`src/hw/acr_pkg.sv`:
```
// constants for the comparator control register bank
package acr_pkg;

  // ----------------------------------------
  // bus geometry
  // ----------------------------------------
  localparam int unsigned ACR_ADDR_W = 8;
  localparam int unsigned ACR_DATA_W = 32;
  localparam int unsigned ACR_IDX_LSB = 2;
  localparam int unsigned ACR_IDX_W = ACR_ADDR_W - ACR_IDX_LSB;

  // ----------------------------------------
  // register indices, byte address is four times the index
  // ----------------------------------------
  localparam logic [ACR_IDX_W-1:0] ACR_IDX_CTRL = 6'h00;
  localparam logic [ACR_IDX_W-1:0] ACR_IDX_MUX = 6'h02;
  localparam logic [ACR_IDX_W-1:0] ACR_IDX_DREF = 6'h04;
  localparam logic [ACR_IDX_W-1:0] ACR_IDX_IEN = 6'h06;
  localparam logic [ACR_IDX_W-1:0] ACR_IDX_STAT = 6'h07;

  // ----------------------------------------
  // reset values
  // ----------------------------------------
  localparam logic [7:0] ACR_CTRL_RST = 8'h00;
  localparam logic [7:0] ACR_MUX_RST = 8'h00;
  localparam logic [7:0] ACR_DREF_RST = 8'hff;
  localparam logic [7:0] ACR_IEN_RST = 8'h00;

  // ----------------------------------------
  // field positions
  // ----------------------------------------
  localparam int unsigned ACR_CTRL_RUNSTBY = 7;
  localparam int unsigned ACR_CTRL_PINEN = 6;
  localparam int unsigned ACR_CTRL_EDGE_HI = 5;
  localparam int unsigned ACR_CTRL_EDGE_LO = 4;
  localparam int unsigned ACR_CTRL_LOWCUR = 3;
  localparam int unsigned ACR_CTRL_HYS_HI = 2;
  localparam int unsigned ACR_CTRL_HYS_LO = 1;
  localparam int unsigned ACR_CTRL_EN = 0;
  localparam int unsigned ACR_MUX_INV = 7;
  localparam int unsigned ACR_MUX_POS_HI = 4;
  localparam int unsigned ACR_MUX_POS_LO = 3;
  localparam int unsigned ACR_MUX_NEG_HI = 1;
  localparam int unsigned ACR_MUX_NEG_LO = 0;
  localparam int unsigned ACR_IEN_BIT = 0;
  localparam int unsigned ACR_STAT_STATE = 4;
  localparam int unsigned ACR_STAT_FLAG = 0;

  // writable bits of the input select register
  localparam logic [7:0] ACR_MUX_MASK = 8'h9b;

  // ----------------------------------------
  // interrupt edge codes
  // ----------------------------------------
  localparam logic [1:0] ACR_EDGE_ANY = 2'h0;
  localparam logic [1:0] ACR_EDGE_RSVD = 2'h1;
  localparam logic [1:0] ACR_EDGE_FALL = 2'h2;
  localparam logic [1:0] ACR_EDGE_RISE = 2'h3;

  // ----------------------------------------
  // bus responses
  // ----------------------------------------
  localparam logic [1:0] ACR_RESP_OKAY = 2'h0;
  localparam logic [1:0] ACR_RESP_SLVERR = 2'h2;

endpackage

```
`src/hw/acr_regs.sv`:
```
// comparator control, status and interrupt registers behind an axi4-lite slave
//
// How it works
// - keep-running bit keeps comparator enabled in standby; clear halts it there.
// - while in standby no status bit is updated; the flag only clears on a write of one.
// - pin-enable bit routes comparator output to the pin driver.
// - edge field picks both, falling or rising edges; code one is reserved.
// - reduced-current bit drives the analog low-current control.
// - two-bit hysteresis field goes straight to the analog input stage.
// - enable bit turns comparator on; all control bits reset zero, read/write.
// - invert bit flips the output seen by pin, events and status.
// - positive select field chooses positive pin zero to three.
// - negative select picks negative pins zero to two, or divided reference.
// - eight-bit reference code, reset all ones, drives the divider.
// - interrupt enable bit, read/write, resets zero.
// - state bit shows synchronised output, readable three cycles after change.
// - interrupt flag cleared by writing one; zero leaves it.
// - interrupt request high while enable and flag are both set.
// - raw comparator output is an asynchronous level.
`timescale 1ns/1ns
module acr_regs
  import acr_pkg::*;
(
  input wire logic clock,
  input wire logic rst,
  input wire logic standby_sleep,
  input wire logic [ACR_ADDR_W-1:0] s_axi_awaddr,
  input wire logic [2:0] s_axi_awprot,
  input wire logic s_axi_awvalid,
  output logic s_axi_awready,
  input wire logic [ACR_DATA_W-1:0] s_axi_wdata,
  input wire logic [3:0] s_axi_wstrb,
  input wire logic s_axi_wvalid,
  output logic s_axi_wready,
  output logic [1:0] s_axi_bresp,
  output logic s_axi_bvalid,
  input wire logic s_axi_bready,
  input wire logic [ACR_ADDR_W-1:0] s_axi_araddr,
  input wire logic [2:0] s_axi_arprot,
  input wire logic s_axi_arvalid,
  output logic s_axi_arready,
  output logic [ACR_DATA_W-1:0] s_axi_rdata,
  output logic [1:0] s_axi_rresp,
  output logic s_axi_rvalid,
  input wire logic s_axi_rready,
  input wire logic comp_raw,
  output logic comp_enable,
  output logic reduced_current_select,
  output logic [1:0] hysteresis_level,
  output logic [1:0] positive_input_select,
  output logic [1:0] negative_input_select,
  output logic [7:0] divided_reference,
  output logic comp_pin_out,
  output logic comp_pin_oe,
  output logic comp_event,
  output logic comparator_irq
);

  // ----------------------------------------
  // state
  // ----------------------------------------
  typedef struct packed {
    logic [7:0] ctrl;
    logic [7:0] mux;
    logic [7:0] dref;
    logic ien;
    logic flag;
    logic state;
    logic active;
    logic aw_have;
    logic [ACR_IDX_W-1:0] aw_idx;
    logic w_have;
    logic [7:0] w_data;
    logic w_lane0;
    logic bvalid;
    logic [1:0] bresp;
    logic rvalid;
    logic [7:0] rdata;
    logic [1:0] rresp;
  } acr_state_t;

  acr_state_t st_reg;
  acr_state_t st_next;

  logic raw_sync;

  // ----------------------------------------
  // input synchroniser
  // ----------------------------------------
  // raw output is asynchronous, two flops before any logic
  acr_sync u_sync (
    .clock(clock),
    .rst(rst),
    .din(comp_raw),
    .dout(raw_sync)
  );

  // ----------------------------------------
  // combinational helpers
  // ----------------------------------------
  logic aw_take;
  logic w_take;
  logic ar_take;
  logic aw_ok;
  logic w_ok;
  logic do_write;
  logic [ACR_IDX_W-1:0] wr_idx;
  logic [7:0] wr_data;
  logic wr_lane0;
  logic [ACR_IDX_W-1:0] rd_idx;
  logic out_level;
  logic rise;
  logic fall;
  logic edge_hit;
  logic flag_clr;
  logic frozen;

  assign s_axi_awready = !st_reg.aw_have && !st_reg.bvalid;
  assign s_axi_wready = !st_reg.w_have && !st_reg.bvalid;
  assign s_axi_arready = !st_reg.rvalid;

  always_comb begin
    aw_take = s_axi_awvalid && s_axi_awready;
    w_take = s_axi_wvalid && s_axi_wready;
    ar_take = s_axi_arvalid && s_axi_arready;
    aw_ok = st_reg.aw_have || aw_take;
    w_ok = st_reg.w_have || w_take;
    do_write = aw_ok && w_ok && !st_reg.bvalid;
    wr_idx = st_reg.aw_have ? st_reg.aw_idx : s_axi_awaddr[ACR_ADDR_W-1:ACR_IDX_LSB];
    wr_data = st_reg.w_have ? st_reg.w_data : s_axi_wdata[7:0];
    wr_lane0 = st_reg.w_have ? st_reg.w_lane0 : s_axi_wstrb[0];
    rd_idx = s_axi_araddr[ACR_ADDR_W-1:ACR_IDX_LSB];
  end

  // ----------------------------------------
  // output path and edge detect
  // ----------------------------------------
  always_comb begin
    // the inversion is applied before status, events and pin
    out_level = raw_sync ^ st_reg.mux[ACR_MUX_INV];
    rise = out_level && !st_reg.state;
    fall = !out_level && st_reg.state;
    // status and edge detection are held while standby_sleep is high
    frozen = standby_sleep;
    unique case (st_reg.ctrl[ACR_CTRL_EDGE_HI:ACR_CTRL_EDGE_LO])
      ACR_EDGE_ANY: edge_hit = rise || fall;
      ACR_EDGE_FALL: edge_hit = fall;
      ACR_EDGE_RISE: edge_hit = rise;
      ACR_EDGE_RSVD: edge_hit = 1'b0;
    endcase
    flag_clr = do_write && wr_lane0 && (wr_idx == ACR_IDX_STAT)
      && wr_data[ACR_STAT_FLAG];
  end

  // ----------------------------------------
  // next state
  // ----------------------------------------
  always_comb begin
    st_next = st_reg;

    // write address and data taken in either order
    if (aw_take && !do_write) begin
      st_next.aw_have = 1'b1;
      st_next.aw_idx = s_axi_awaddr[ACR_ADDR_W-1:ACR_IDX_LSB];
    end
    if (w_take && !do_write) begin
      st_next.w_have = 1'b1;
      st_next.w_data = s_axi_wdata[7:0];
      st_next.w_lane0 = s_axi_wstrb[0];
    end

    if (do_write) begin
      st_next.aw_have = 1'b0;
      st_next.w_have = 1'b0;
      st_next.bvalid = 1'b1;
      st_next.bresp = ACR_RESP_OKAY;
      // only byte lane zero carries register bits
      unique case (wr_idx)
        ACR_IDX_CTRL: begin
          if (wr_lane0) begin
            st_next.ctrl = wr_data;
          end
        end
        ACR_IDX_MUX: begin
          if (wr_lane0) begin
            st_next.mux = wr_data & ACR_MUX_MASK;
          end
        end
        ACR_IDX_DREF: begin
          if (wr_lane0) begin
            st_next.dref = wr_data;
          end
        end
        ACR_IDX_IEN: begin
          if (wr_lane0) begin
            st_next.ien = wr_data[ACR_IEN_BIT];
          end
        end
        ACR_IDX_STAT: begin
          st_next.bresp = ACR_RESP_OKAY;
        end
        default: begin
          st_next.bresp = ACR_RESP_SLVERR;
        end
      endcase
    end else if (st_reg.bvalid && s_axi_bready) begin
      st_next.bvalid = 1'b0;
    end

    // read answer registered one cycle after the address
    if (ar_take) begin
      st_next.rvalid = 1'b1;
      st_next.rresp = ACR_RESP_OKAY;
      st_next.rdata = 8'h00;
      unique case (rd_idx)
        ACR_IDX_CTRL: st_next.rdata = st_reg.ctrl;
        ACR_IDX_MUX: st_next.rdata = st_reg.mux;
        ACR_IDX_DREF: st_next.rdata = st_reg.dref;
        ACR_IDX_IEN: st_next.rdata[ACR_IEN_BIT] = st_reg.ien;
        ACR_IDX_STAT: begin
          st_next.rdata[ACR_STAT_STATE] = st_reg.state;
          st_next.rdata[ACR_STAT_FLAG] = st_reg.flag;
        end
        default: st_next.rresp = ACR_RESP_SLVERR;
      endcase
    end else if (st_reg.rvalid && s_axi_rready) begin
      st_next.rvalid = 1'b0;
    end

    // status path: third flop after the pin, so reads see it at three cycles
    if (!frozen) begin
      st_next.state = out_level;
      // a new edge wins over a clear in the same cycle
      st_next.flag = (edge_hit && st_reg.ctrl[ACR_CTRL_EN])
        || (st_reg.flag && !flag_clr);
    end else if (flag_clr) begin
      st_next.flag = 1'b0;
    end

    // comparator halts in standby unless told to keep running
    st_next.active = st_reg.ctrl[ACR_CTRL_EN]
      && (!standby_sleep || st_reg.ctrl[ACR_CTRL_RUNSTBY]);
  end

  // ----------------------------------------
  // registers
  // ----------------------------------------
  always_ff @(posedge clock) begin
    if (rst) begin
      st_reg <= '0;
      st_reg.ctrl <= ACR_CTRL_RST;
      st_reg.mux <= ACR_MUX_RST;
      st_reg.dref <= ACR_DREF_RST;
      st_reg.ien <= ACR_IEN_RST[ACR_IEN_BIT];
    end else begin
      st_reg <= st_next;
    end
  end

  // ----------------------------------------
  // outputs
  // ----------------------------------------
  assign s_axi_bvalid = st_reg.bvalid;
  assign s_axi_bresp = st_reg.bresp;
  assign s_axi_rvalid = st_reg.rvalid;
  assign s_axi_rdata = {{(ACR_DATA_W-8){1'b0}}, st_reg.rdata};
  assign s_axi_rresp = st_reg.rresp;

  assign comp_enable = st_reg.active;
  assign reduced_current_select = st_reg.ctrl[ACR_CTRL_LOWCUR];
  assign hysteresis_level = st_reg.ctrl[ACR_CTRL_HYS_HI:ACR_CTRL_HYS_LO];
  assign positive_input_select = st_reg.mux[ACR_MUX_POS_HI:ACR_MUX_POS_LO];
  assign negative_input_select = st_reg.mux[ACR_MUX_NEG_HI:ACR_MUX_NEG_LO];
  assign divided_reference = st_reg.dref;

  // pin follows the synchronised level; a trade of latency for a glitch-free pad
  assign comp_pin_out = st_reg.state;
  assign comp_pin_oe = st_reg.ctrl[ACR_CTRL_PINEN] && st_reg.active;
  assign comp_event = st_reg.state;

  // level request, drops only when the flag is cleared or enable removed
  assign comparator_irq = st_reg.ien && st_reg.flag;

endmodule

```
`src/hw/acr_sync.sv`:
```
// two-stage level synchroniser for the raw comparator output
`timescale 1ns/1ns
module acr_sync (
  input wire logic clock,
  input wire logic rst,
  input wire logic din,
  output logic dout
);

  typedef struct packed {
    logic meta;
    logic sync;
  } acr_sync_t;

  acr_sync_t s_reg;
  acr_sync_t s_next;

  // ----------------------------------------
  // the first stage feeds only the second
  // ----------------------------------------
  always_comb begin
    s_next.meta = din;
    s_next.sync = s_reg.meta;
  end

  always_ff @(posedge clock) begin
    if (rst) begin
      s_reg <= '0;
    end else begin
      s_reg <= s_next;
    end
  end

  assign dout = s_reg.sync;

endmodule

```
`config.mk`:
```
export PLATFORM = sky130hd
export DESIGN_NAME = acr_regs
export DESIGN_NICKNAME = d
export VERILOG_FILES = /design/src/hw/acr_pkg.sv /design/src/hw/acr_regs.sv /design/src/hw/acr_sync.sv
export SDC_FILE = /design/constraint.sdc
export NUM_CORES = 1
export LEC_CHECK = 0
export BUFFER_PORTS_ARGS = -buffer_cell sky130_fd_sc_hd__buf_2
export CORE_UTILIZATION = 43
export DETAILED_ROUTE_END_ITERATION = 10
export PLACE_DENSITY = 0.79
export RECOVER_POWER = 100
export SYNTH_ARGS = -nofsm -noshare
export SYNTH_HDL_FRONTEND = slang
export SYNTH_HIERARCHICAL = 1
export SYNTH_SLANG_ARGS = --single-unit
```
`constraint.sdc`:
```
create_clock -name clock -period 1.9 [get_ports clock]
set_input_delay 0.38 -clock clock [delete_from_list [all_inputs] [get_ports clock]]
set_output_delay 0.38 -clock clock [all_outputs]
set_load 0.01 [all_outputs]
```
==> results.sh, run 1 <==
export IMPL_p_leak_nw=1.425
export IMPL_synth_simple_area_share_pct=18.12
export IMPL_skew_ps=14.67
export IMPL_tns_ps=0
export IMPL_tritoncts="yes"
export IMPL_rsz0062_at_grt="no"
export IMPL_die_w_um=86.16
export IMPL_dr_pass1_iters=4
export IMPL_swShare_pct=27.06
export IMPL_synth_top_family_by_area="simple AND/OR/NAND/NOR gates"
export IMPL_finalSetupViolations=0
export IMPL_tightest_slew_ps=873.3
export IMPL_synth_top_area_share_pct=36.81
export IMPL_synthesis_area_um2=3045
export IMPL_synthTopCellsByArea="dfxtp_1 37%, buf_4 13%, mux2i_1 12%"
export IMPL_slowest_stage="dfxtp_2"
export IMPL_dp_cells=468
export IMPL_drt_initial_drc_count=149
export IMPL_postRouteAntennaNets=0
export IMPL_final_area_um2=3281
export IMPL_core_area_um2=6832
export IMPL_ctsRootBufferMaster="clkbuf_8"
export IMPL_internal_power_mw=1.784
export IMPL_cts_buffers_inserted=5
export IMPL_drv_cap=0
export IMPL_pwr_density_cell_nw_per_um2=745.6
export IMPL_cp_start_kind="flop"
export IMPL_synth_flop_cell="dfxtp_1"
export IMPL_grt_usage_pct=16.86
export IMPL_largest_register_ffs=25
export IMPL_synth_most_common_cell="dfxtp_1"
export IMPL_fin_nets=448
export IMPL_seqPwrFrac_pct=51.4
export IMPL_netlist_instances=333
export IMPL_row_count=30
export IMPL_grt_pass1_vias=2158
export IMPL_hpwlAfterDp_mm=4.789
export IMPL_drt_wl_total_mm=6.220
export IMPL_place_area_um2=3256
export IMPL_drive_above_1_share_pct=20.26
export IMPL_syn_to_final_growth_pct=7.724
export IMPL_diodes=0
export IMPL_min_path_type="primary input to flop"
export IMPL_synth_seq_area_share_pct=36.81
export IMPL_grt_pass1_wl_mm=9.942
export IMPL_drv_slew=0
export IMPL_drc=0
export IMPL_synthAdderAreaFrac_pct=0.8217
export IMPL_synth_edf_count=0
export IMPL_clk_pin_slew_worst_paths_ps=110
export IMPL_max_freq_ghz=0.5489
export IMPL_synth_async_reset_ratio_pct=0
export IMPL_grt_max_degree=32
export IMPL_cts_sinks=56
export IMPL_dieArea_um2=7423
export IMPL_synthTopCellsByCount="56 x dfxtp_1, 51 x buf_4, 36 x mux2i_1"
export IMPL_synth_mux_area_share_pct=18.00
export IMPL_num_io_pins=128
export IMPL_avgSynthCellArea_um2=9.145
export IMPL_criticalPathCategory="flop to flop"
export IMPL_p_comb_share_pct=15.9
export IMPL_die_h_um=86.16
export IMPL_period_needed_ps=1822
export IMPL_end_kind="flop"
export IMPL_vias=2302
export IMPL_portBuffers=64
export IMPL_wire_per_inst_um=13.07
export IMPL_synth_warning_count=6
export IMPL_gp_congestion=0.7671
export IMPL_ir_worst_vdd_mv=0.4407
export IMPL_yosysTopAreaCell="dfxtp_1"
export IMPL_dp_slack_ps=-108.7
export IMPL_grt_overflow_total=0
export IMPL_avgViaCountPerCell=4.836
export IMPL_synth_compound_area_share_pct=9.039
export IMPL_timing_final_crit_share_pct=95.88
export IMPL_htree_levels=2
export IMPL_antenna_found_initial=0
export IMPL_clockBufferDepth=2
export IMPL_worstPathArrival_ps=2040
export IMPL_p_switching_mw=0.6618
export IMPL_required_ps=2110
export IMPL_ys_seq_elements=56
export IMPL_maxSlewHeadroom_pct=41.78
export IMPL_synth_xor_xnor_area_share_pct=0.5752
export IMPL_initial_core_util_pct=44.58
export IMPL_worstPathCellList="mux2_2 -> nand2b_4 -> or3_1 -> buf_4 -> mux2_4"
export IMPL_netlist_cell_type_count=42
export IMPL_worstPathMaxFanout=8
export IMPL_stdcell_count=476
export IMPL_setup_slack_ps=78.26
export IMPL_slowest_delay_ps=380
export IMPL_r2r_setup_slack_ps=80
export IMPL_fin_util_pct=48.02
export IMPL_cts_hold_fix_buffers=0
export IMPL_clk_latency_ps=310
export IMPL_hold_viol_final=0
export IMPL_p_clk_share_pct=32.7
export IMPL_outcome="finished, final reports clean"
[routing by layer]
metal	GRT usage (%)	wire length, um	up-vias
li1	-	-	1151
met1	20.99	2801	1071
met2	29.00	2976	74
met3	4.427	395	6
met4	4.091	46	0
met5	0	0	-
[path summary, 6_finish.rpt]
check | from | to | cells past startpoint
worst min-delay path | s_axi_rready | s_axi_rvalid | 2
worst max register to register | st_reg[30] | divided_reference[5] | 5
worst max-delay path | st_reg[30] | divided_reference[5] | 5
worst min register to register | u_sync/s_next[0] | u_sync/dout | 1
[cell type report]
class / count / area [um^2]
Timing Repair Buffer: 82 / 387.9
Clock buffer: 5 / 68.82
Inverter: 10 / 37.54
Tap cell: 96 / 120.1
Clock inverter: 3 / 47.55
Sequential cell: 56 / 1122
Fill cell: 668 / 3551
Multi-Input combinational cell: 224 / 1496
[cells in the final DEF, fill, tap and decap left out, drive strengths merged, types with 2 or more instances in the layout]
master	instances
a21oi	11
nor3	8
a31oi	4
mux2	14
o21ai	11
xnor2	2
nand2	22
nor3b	2
nand3	4
o311ai	2
nor2b	6
o31ai	2
nor4	2
or2	9
nor2	34
clkbuf	47
a221oi	7
dfxtp	56
mux2i	36
clkinv	2
conb	26
or3	4
and2	4
ha	2
inv	10
nor4b	4
buf	40
[per-stage QoR]
step | power (mW) | hold WS, ps
floorplan | 1.613 | 413.8
global placement | 1.682 | 420.6
detailed placement | 1.696 | 438.7
CTS | 2.478 | 243.6
global route | 2.554 | 242.1
finish | 2.446 | 239.4
[critical path: cells and delay by family, from the launching register on]
family / cells / cell delay, ps
buffers and inverters: 1 / 200
flip-flops: 1 / 380
multiplexers: 2 / 660
AND/OR/NAND/NOR: 2 / 490
[cell families after synthesis]
family                   after synthesis
AND/OR/NAND/NOR                      102
multiplexers                          50
XOR/XNOR                               2
buffers and inverters                 78
AO/OA/AOI/OAI                         42
other                                  1
flip-flops                            56
adder cells (fa/ha/maj)                2
[repair_timing]
action,CTS,global route
hold endpoints to repair,0,0
endpoints found under the setup margin,3,0
resized for setup,1,0
buffers inserted,0,0
[power by group through the flow]
stage,Combinational (mW),Sequential (mW),Clock [mW]
final,0.390,1.26,0.799
after global routing,0.436,1.26,0.854
after CTS,0.414,1.26,0.805
after detailed placement,0.412,1.28,0
after global placement,0.401,1.28,0
after floorplan,0.332,1.28,0
(Power assumes the default switching activity.)
==> run 2: changes to the inputs <==
ABC_AREA = 1   (was not set)
CORE_UTILIZATION = 44   (was 43)
PLACE_DENSITY = 0.8   (was 0.79)
==> results.sh, run 2 <==
export IMPL_cp_start_kind="flop"
export IMPL_ir_worst_vdd_mv=0.3952
export IMPL_grt_pass1_vias=2483
export IMPL_synth_flop_cell="dfxtp_1"
export IMPL_criticalPathCategory="flop to flop"
export IMPL_clk_latency_ps=320
export IMPL_finalPower_mw=2.546
export IMPL_netlist_cell_type_count=34
export IMPL_synthTopCellsByCount="91 x nand2_1, 79 x nor2_1, 56 x dfxtp_1"
export IMPL_reg2regPathDepth=9
export IMPL_worstPathArrival_ps=1930
export IMPL_place_area_um2=3329
export IMPL_die_h_um=87.01
export IMPL_finalSetupViolations=0
export IMPL_fin_nets=563
export IMPL_gp_congestion=0.9447
export IMPL_drv_slew=0
export IMPL_grt_overflow_total=0
export IMPL_postRouteAntennaNets=0
export IMPL_slowest_stage="dfxtp_1"
export IMPL_crit_family="simple AND/OR/NAND/NOR gates"
export IMPL_period_needed_ps=1677
export IMPL_portBuffers=64
export IMPL_synthTopCellsByArea="dfxtp_1 35%, buf_4 13%, nand2_1 11%"
export IMPL_min_path_type="primary input to flop"
export IMPL_max_freq_ghz=0.5964
export IMPL_vias=2798
export IMPL_dieArea_um2=7570
export IMPL_n_fill_cell=706
export IMPL_synth_top_area_share_pct=35.26
export IMPL_maxSlewHeadroom_pct=53.90
export IMPL_critical_path_depth=9
export IMPL_cts_buffers_inserted=5
export IMPL_htree_levels=2
export IMPL_ctsRootBufferMaster="clkbuf_8"
export IMPL_cts_hold_fix_buffers=0
export IMPL_cts_resized=0
export IMPL_initial_core_util_pct=46.28
export IMPL_avgViaCountPerCell=4.734
export IMPL_drive_above_1_share_pct=13.13
export IMPL_clk_pin_slew_worst_paths_ps=110
export IMPL_tns_ps=0
export IMPL_dr_pass1_iters=4
export IMPL_row_count=30
export IMPL_hold_viol_final=0
export IMPL_antenna_found_initial=0
export IMPL_layout_cells_most_common="nand2_1"
export IMPL_worstHoldPathCells=2
export IMPL_tightest_slew_ps=691.5
export IMPL_required_ps=2160
export IMPL_final_area_um2=3369
export IMPL_pwr_density_cell_nw_per_um2=755.7
export IMPL_grt_pass1_wl_mm=10.78
export IMPL_tritoncts="yes"
export IMPL_diodes=0
export IMPL_netlist_instances=452
export IMPL_hpwlAfterDp_mm=5.102
export IMPL_worstPathMaxFanout=26
export IMPL_wire_per_inst_um=11.19
export IMPL_post_cts_buffers=0
export IMPL_num_io_pins=128
export IMPL_regArea_um2=1121
export IMPL_skew_ps=12.64
export IMPL_p_leak_nw=1.601
export IMPL_synth_most_common_cell="nand2_1"
export IMPL_synth_seq_area_share_pct=35.26
export IMPL_clockBufferDepth=2
export IMPL_drt_initial_drc_count=154
export IMPL_worstPathCellList="nor2_2 -> nand2_2 -> nand2_1 -> nand2_1 -> nor2_8 -> inv_4 -> nor2_8 -> nor2_1 -> nor2_1"
export IMPL_synth_warning_count=6
export IMPL_drt_wl_total_mm=6.614
export IMPL_synthesis_area_um2=3179
export IMPL_cts_sinks=56
export IMPL_grt_max_degree=27
export IMPL_outcome="finished, final reports clean"
export IMPL_synth_edf_count=0
export IMPL_synth_async_reset_ratio_pct=0
export IMPL_yosysTopAreaCell="dfxtp_1"
export IMPL_syn_to_final_growth_pct=5.982
export IMPL_drc=0
export IMPL_drv_cap=0
export IMPL_end_kind="flop"
export IMPL_rsz0062_at_grt="no"
export IMPL_largest_register_ffs=25
export IMPL_final_cell_mix="93 x nand2_1, 79 x nor2_1, 56 x dfxtp_1, 37 x inv_1, 36 x clkbuf_1"
export IMPL_slowest_delay_ps=390
export IMPL_avgSynthCellArea_um2=7.034
export IMPL_timing_final_crit_share_pct=88.24
export IMPL_multi_input_area_um2=1548
export IMPL_die_w_um=87.01
export IMPL_ys_seq_elements=56
export IMPL_core_area_um2=6869
export IMPL_grt_usage_pct=18.23
export IMPL_cp_num_buf_inv=1
## run 2: where the power goes
group | switching [mW] | internal, mW | total, mW | leakage [nW]
registers | 0.0486 | 1.25 | 1.30 | 0.457
clock network | 0.411 | 0.262 | 0.673 | 0.0404
logic | 0.392 | 0.181 | 0.573 | 1.10
total | 0.852 | 1.69 | 2.55 | 1.60
## run 2: path summary, 6_finish.rpt
check / from / end / slack [ps]
worst max register to register: st_reg[23] / st_reg[51] / 220
worst max-delay path: st_reg[23] / st_reg[51] / 220
worst min register to register: u_sync/s_next[0] / u_sync/dout / 410
worst min-delay path: s_axi_bready / s_axi_bvalid / 250
## run 2: kinds of logic after synthesis
| kind of cell | after synthesis | synth area share, % |
|---|---|---|
| compound gates | 46 | 8.304 |
| xor+xnor | 1 | 0.2755 |
| fa+ha+maj | 2 | 0.7870 |
| buf+inv | 102 | 18.85 |
| flops | 56 | 35.26 |
| mux | 5 | 1.574 |
| other cells | 1 | 0.1180 |
| simple gates | 239 | 34.83 |
## run 2: worst reg2reg max path, delay by kind of cell (launching register included)
kind | cells | cell delay [ps]
flops | 1 | 390
simple gates | 8 | 1120
buf+inv | 1 | 120
## run 2: per-stage QoR
step | hold slack, ps | util [%] | setup slack (ps) | std cells
after floorplan | 388.3 | - | 468.2 | 477
after global placement | 397.0 | 48.47 | 342.6 | 583
after detailed placement | 398.6 | 48.47 | 311.0 | 583
after CTS | 242.6 | 49.82 | 279.2 | 591
after global routing | 242.4 | 49.05 | 58.98 | 591
final | 248.3 | 49.05 | 223.3 | 591
## run 2: area by class of cell
type | instances | share of cell area [%]
Multi-Input combinational cell | 319 | 45.93
Tap cell | 96 | 3.565
Clock buffer | 5 | 2.042
Inverter | 40 | 4.605
Timing Repair Buffer | 72 | 9.877
Sequential cell | 56 | 33.27
Clock inverter | 3 | 0.7055
## run 2: layer usage
metal  global-route usage [%]  vias to the layer above  wire (um)
li1                         -                     1444          -
met2                    30.78                       91       2995
met5                        0                        -          0
met4                    6.818                        0        108
met3                    3.697                       11        384
met1                    22.89                     1252       3126
==> run 3: changes to the inputs <==
CELL_PAD_IN_SITES_DETAIL_PLACEMENT = 0   (was not set)
CELL_PAD_IN_SITES_GLOBAL_PLACEMENT = 1   (was not set)
CORE_UTILIZATION = 30   (was 44)
PLACE_DENSITY = 0.79   (was 0.8)
==> results.sh, run 3 (synthesized netlist as in run 2, its figures left out) <==
export IMPL_slowest_stage="dfxtp_1"
export IMPL_grt_usage_pct=13.13
export IMPL_cp_start_kind="flop"
export IMPL_diodes=0
export IMPL_maxSlewHeadroom_pct=46.06
export IMPL_hold_viol_final=0
export IMPL_post_cts_buffers=0
export IMPL_ctsRootBufferMaster="clkbuf_8"
export IMPL_cts_buffers_inserted=5
export IMPL_timing_final_crit_share_pct=86.86
export IMPL_syn_to_final_growth_pct=7.084
export IMPL_min_path_type="primary input to flop"
export IMPL_cpMostUsedCell="nand2_1"
export IMPL_cts_resized=0
export IMPL_drt_initial_drc_count=146
export IMPL_skew_ps=11.88
export IMPL_ir_worst_vdd_mv=0.3835
export IMPL_criticalPathCategory="flop to flop"
export IMPL_gp_congestion=0.8904
export IMPL_tns_ps=0
export IMPL_outcome="finished, final reports clean"
export IMPL_dp_slack_ps=266.8
export IMPL_core_area_um2=10280
export IMPL_drv_cap=0
export IMPL_grt_max_degree=42
export IMPL_end_kind="flop"
export IMPL_dieArea_um2=11010
export IMPL_grt_pass1_wl_mm=11.60
export IMPL_setup_slack_ps=249.6
export IMPL_drive_above_1_share_pct=12.55
export IMPL_postRouteAntennaNets=0
export IMPL_drc=0
export IMPL_required_ps=2090
export IMPL_initial_core_util_pct=30.93
export IMPL_htree_levels=2
export IMPL_row_count=37
export IMPL_drv_slew=0
export IMPL_crit_family="simple AND/OR/NAND/NOR gates"
export IMPL_fin_nets=562
export IMPL_period_needed_ps=1650
export IMPL_cts_hold_fix_buffers=0
export IMPL_clockBufferDepth=2
export IMPL_tightest_slew_ps=809.2
export IMPL_cp_num_buf_inv=1
export IMPL_avgViaCountPerCell=4.335
export IMPL_grt_pass1_vias=2416
export IMPL_num_io_pins=128
export IMPL_die_h_um=104.9
export IMPL_final_cell_mix="93 x nand2_1, 79 x nor2_1, 56 x dfxtp_1, 39 x clkbuf_1, 36 x inv_1"
export IMPL_worstPathMaxFanout=10
export IMPL_cts_sinks=56
export IMPL_portBuffers=64
export IMPL_drt_wl_total_mm=7.136
export IMPL_die_w_um=104.9
export IMPL_worstPathCellList="buf_4 -> nand2_1 -> nand2_2 -> nand2_1 -> nor2_4 -> nand2_4 -> nand2_1 -> nand3_1"
export IMPL_dr_pass1_iters=6
export IMPL_wire_per_inst_um=11.33
export IMPL_finalSetupViolations=0
export IMPL_tritoncts="yes"
export IMPL_antenna_found_initial=0
export IMPL_vias=2731
export IMPL_grt_overflow_total=0
export IMPL_worstPathArrival_ps=1840
export IMPL_pwr_density_cell_nw_per_um2=752.6
export IMPL_slowest_delay_ps=410
export IMPL_clk_latency_ps=310
export IMPL_max_freq_ghz=0.6059
export IMPL_p_leak_nw=1.590
export IMPL_fin_util_pct=33.13
export IMPL_clk_pin_slew_worst_paths_ps=100
export IMPL_rsz0062_at_grt="no"
export IMPL_largest_register_ffs=25
export IMPL_layout_cells_most_common="nand2_1"
export IMPL_hpwlAfterDp_mm=5.546
-- run 3: changes by cell type in the layout (fill, tap and decap cells not counted), sizes merged --
| cell | delta |
|---|---|
| clkinv | -1 |
| buf | -4 |
| inv | +2 |
| clkbuf | +3 |
| clkinvlp | -1 |
-- run 3: metrics by stage --
step | total power [mW] | std cells | hold slack [ps] | cell area, um^2
2_1_floorplan | 1.813 | 477 | 388.3 | 3273
3_3_place_gp | 1.910 | 622 | 399.7 | 3372
3_5_place_dp | 1.920 | 622 | 398.4 | 3372
4_1_cts | 2.610 | 630 | 248.3 | 3466
5_1_grt | 2.731 | 630 | 250.0 | 3405
6_report | 2.562 | 630 | 257.7 | 3405
-- run 3: final timing paths --
check | to | cells past startpoint | slack, ps | from
worst min-delay path | s_axi_bvalid | 2 | 260 | s_axi_bready
worst max-delay path | divided_reference[3] | 8 | 250 | st_reg[30]
worst min register to register | u_sync/dout | 2 | 410 | u_sync/s_next[0]
worst max register to register | divided_reference[3] | 8 | 250 | st_reg[30]
-- run 3: cell type report --
class	count	area, um^2
clock inverters	3	25.02
well taps	136	170.2
flip-flops and latches	56	1121
clock buffers	5	68.82
repair buffers	71	316.6
fillers	1191	6873
multi-input cells	319	1548
inverters	40	155.1
-- run 3: metal layers --
layer / GRT usage [%] / share of wire [%] / vias to the layer above
li1: - / - / 1441
met1: 18.55 / 50 / 1206
met2: 20.01 / 42 / 80
met3: 2.994 / 6.3 / 4
met4: 3.320 / 0.83 / 0
met5: 0 / 0 / -
-- run 3: where the power goes --
group,internal (mW),switching (mW)
Combinational,0.178,0.396
Clock,0.270,0.417
Sequential,1.25,0.0492
Total,1.70,0.862
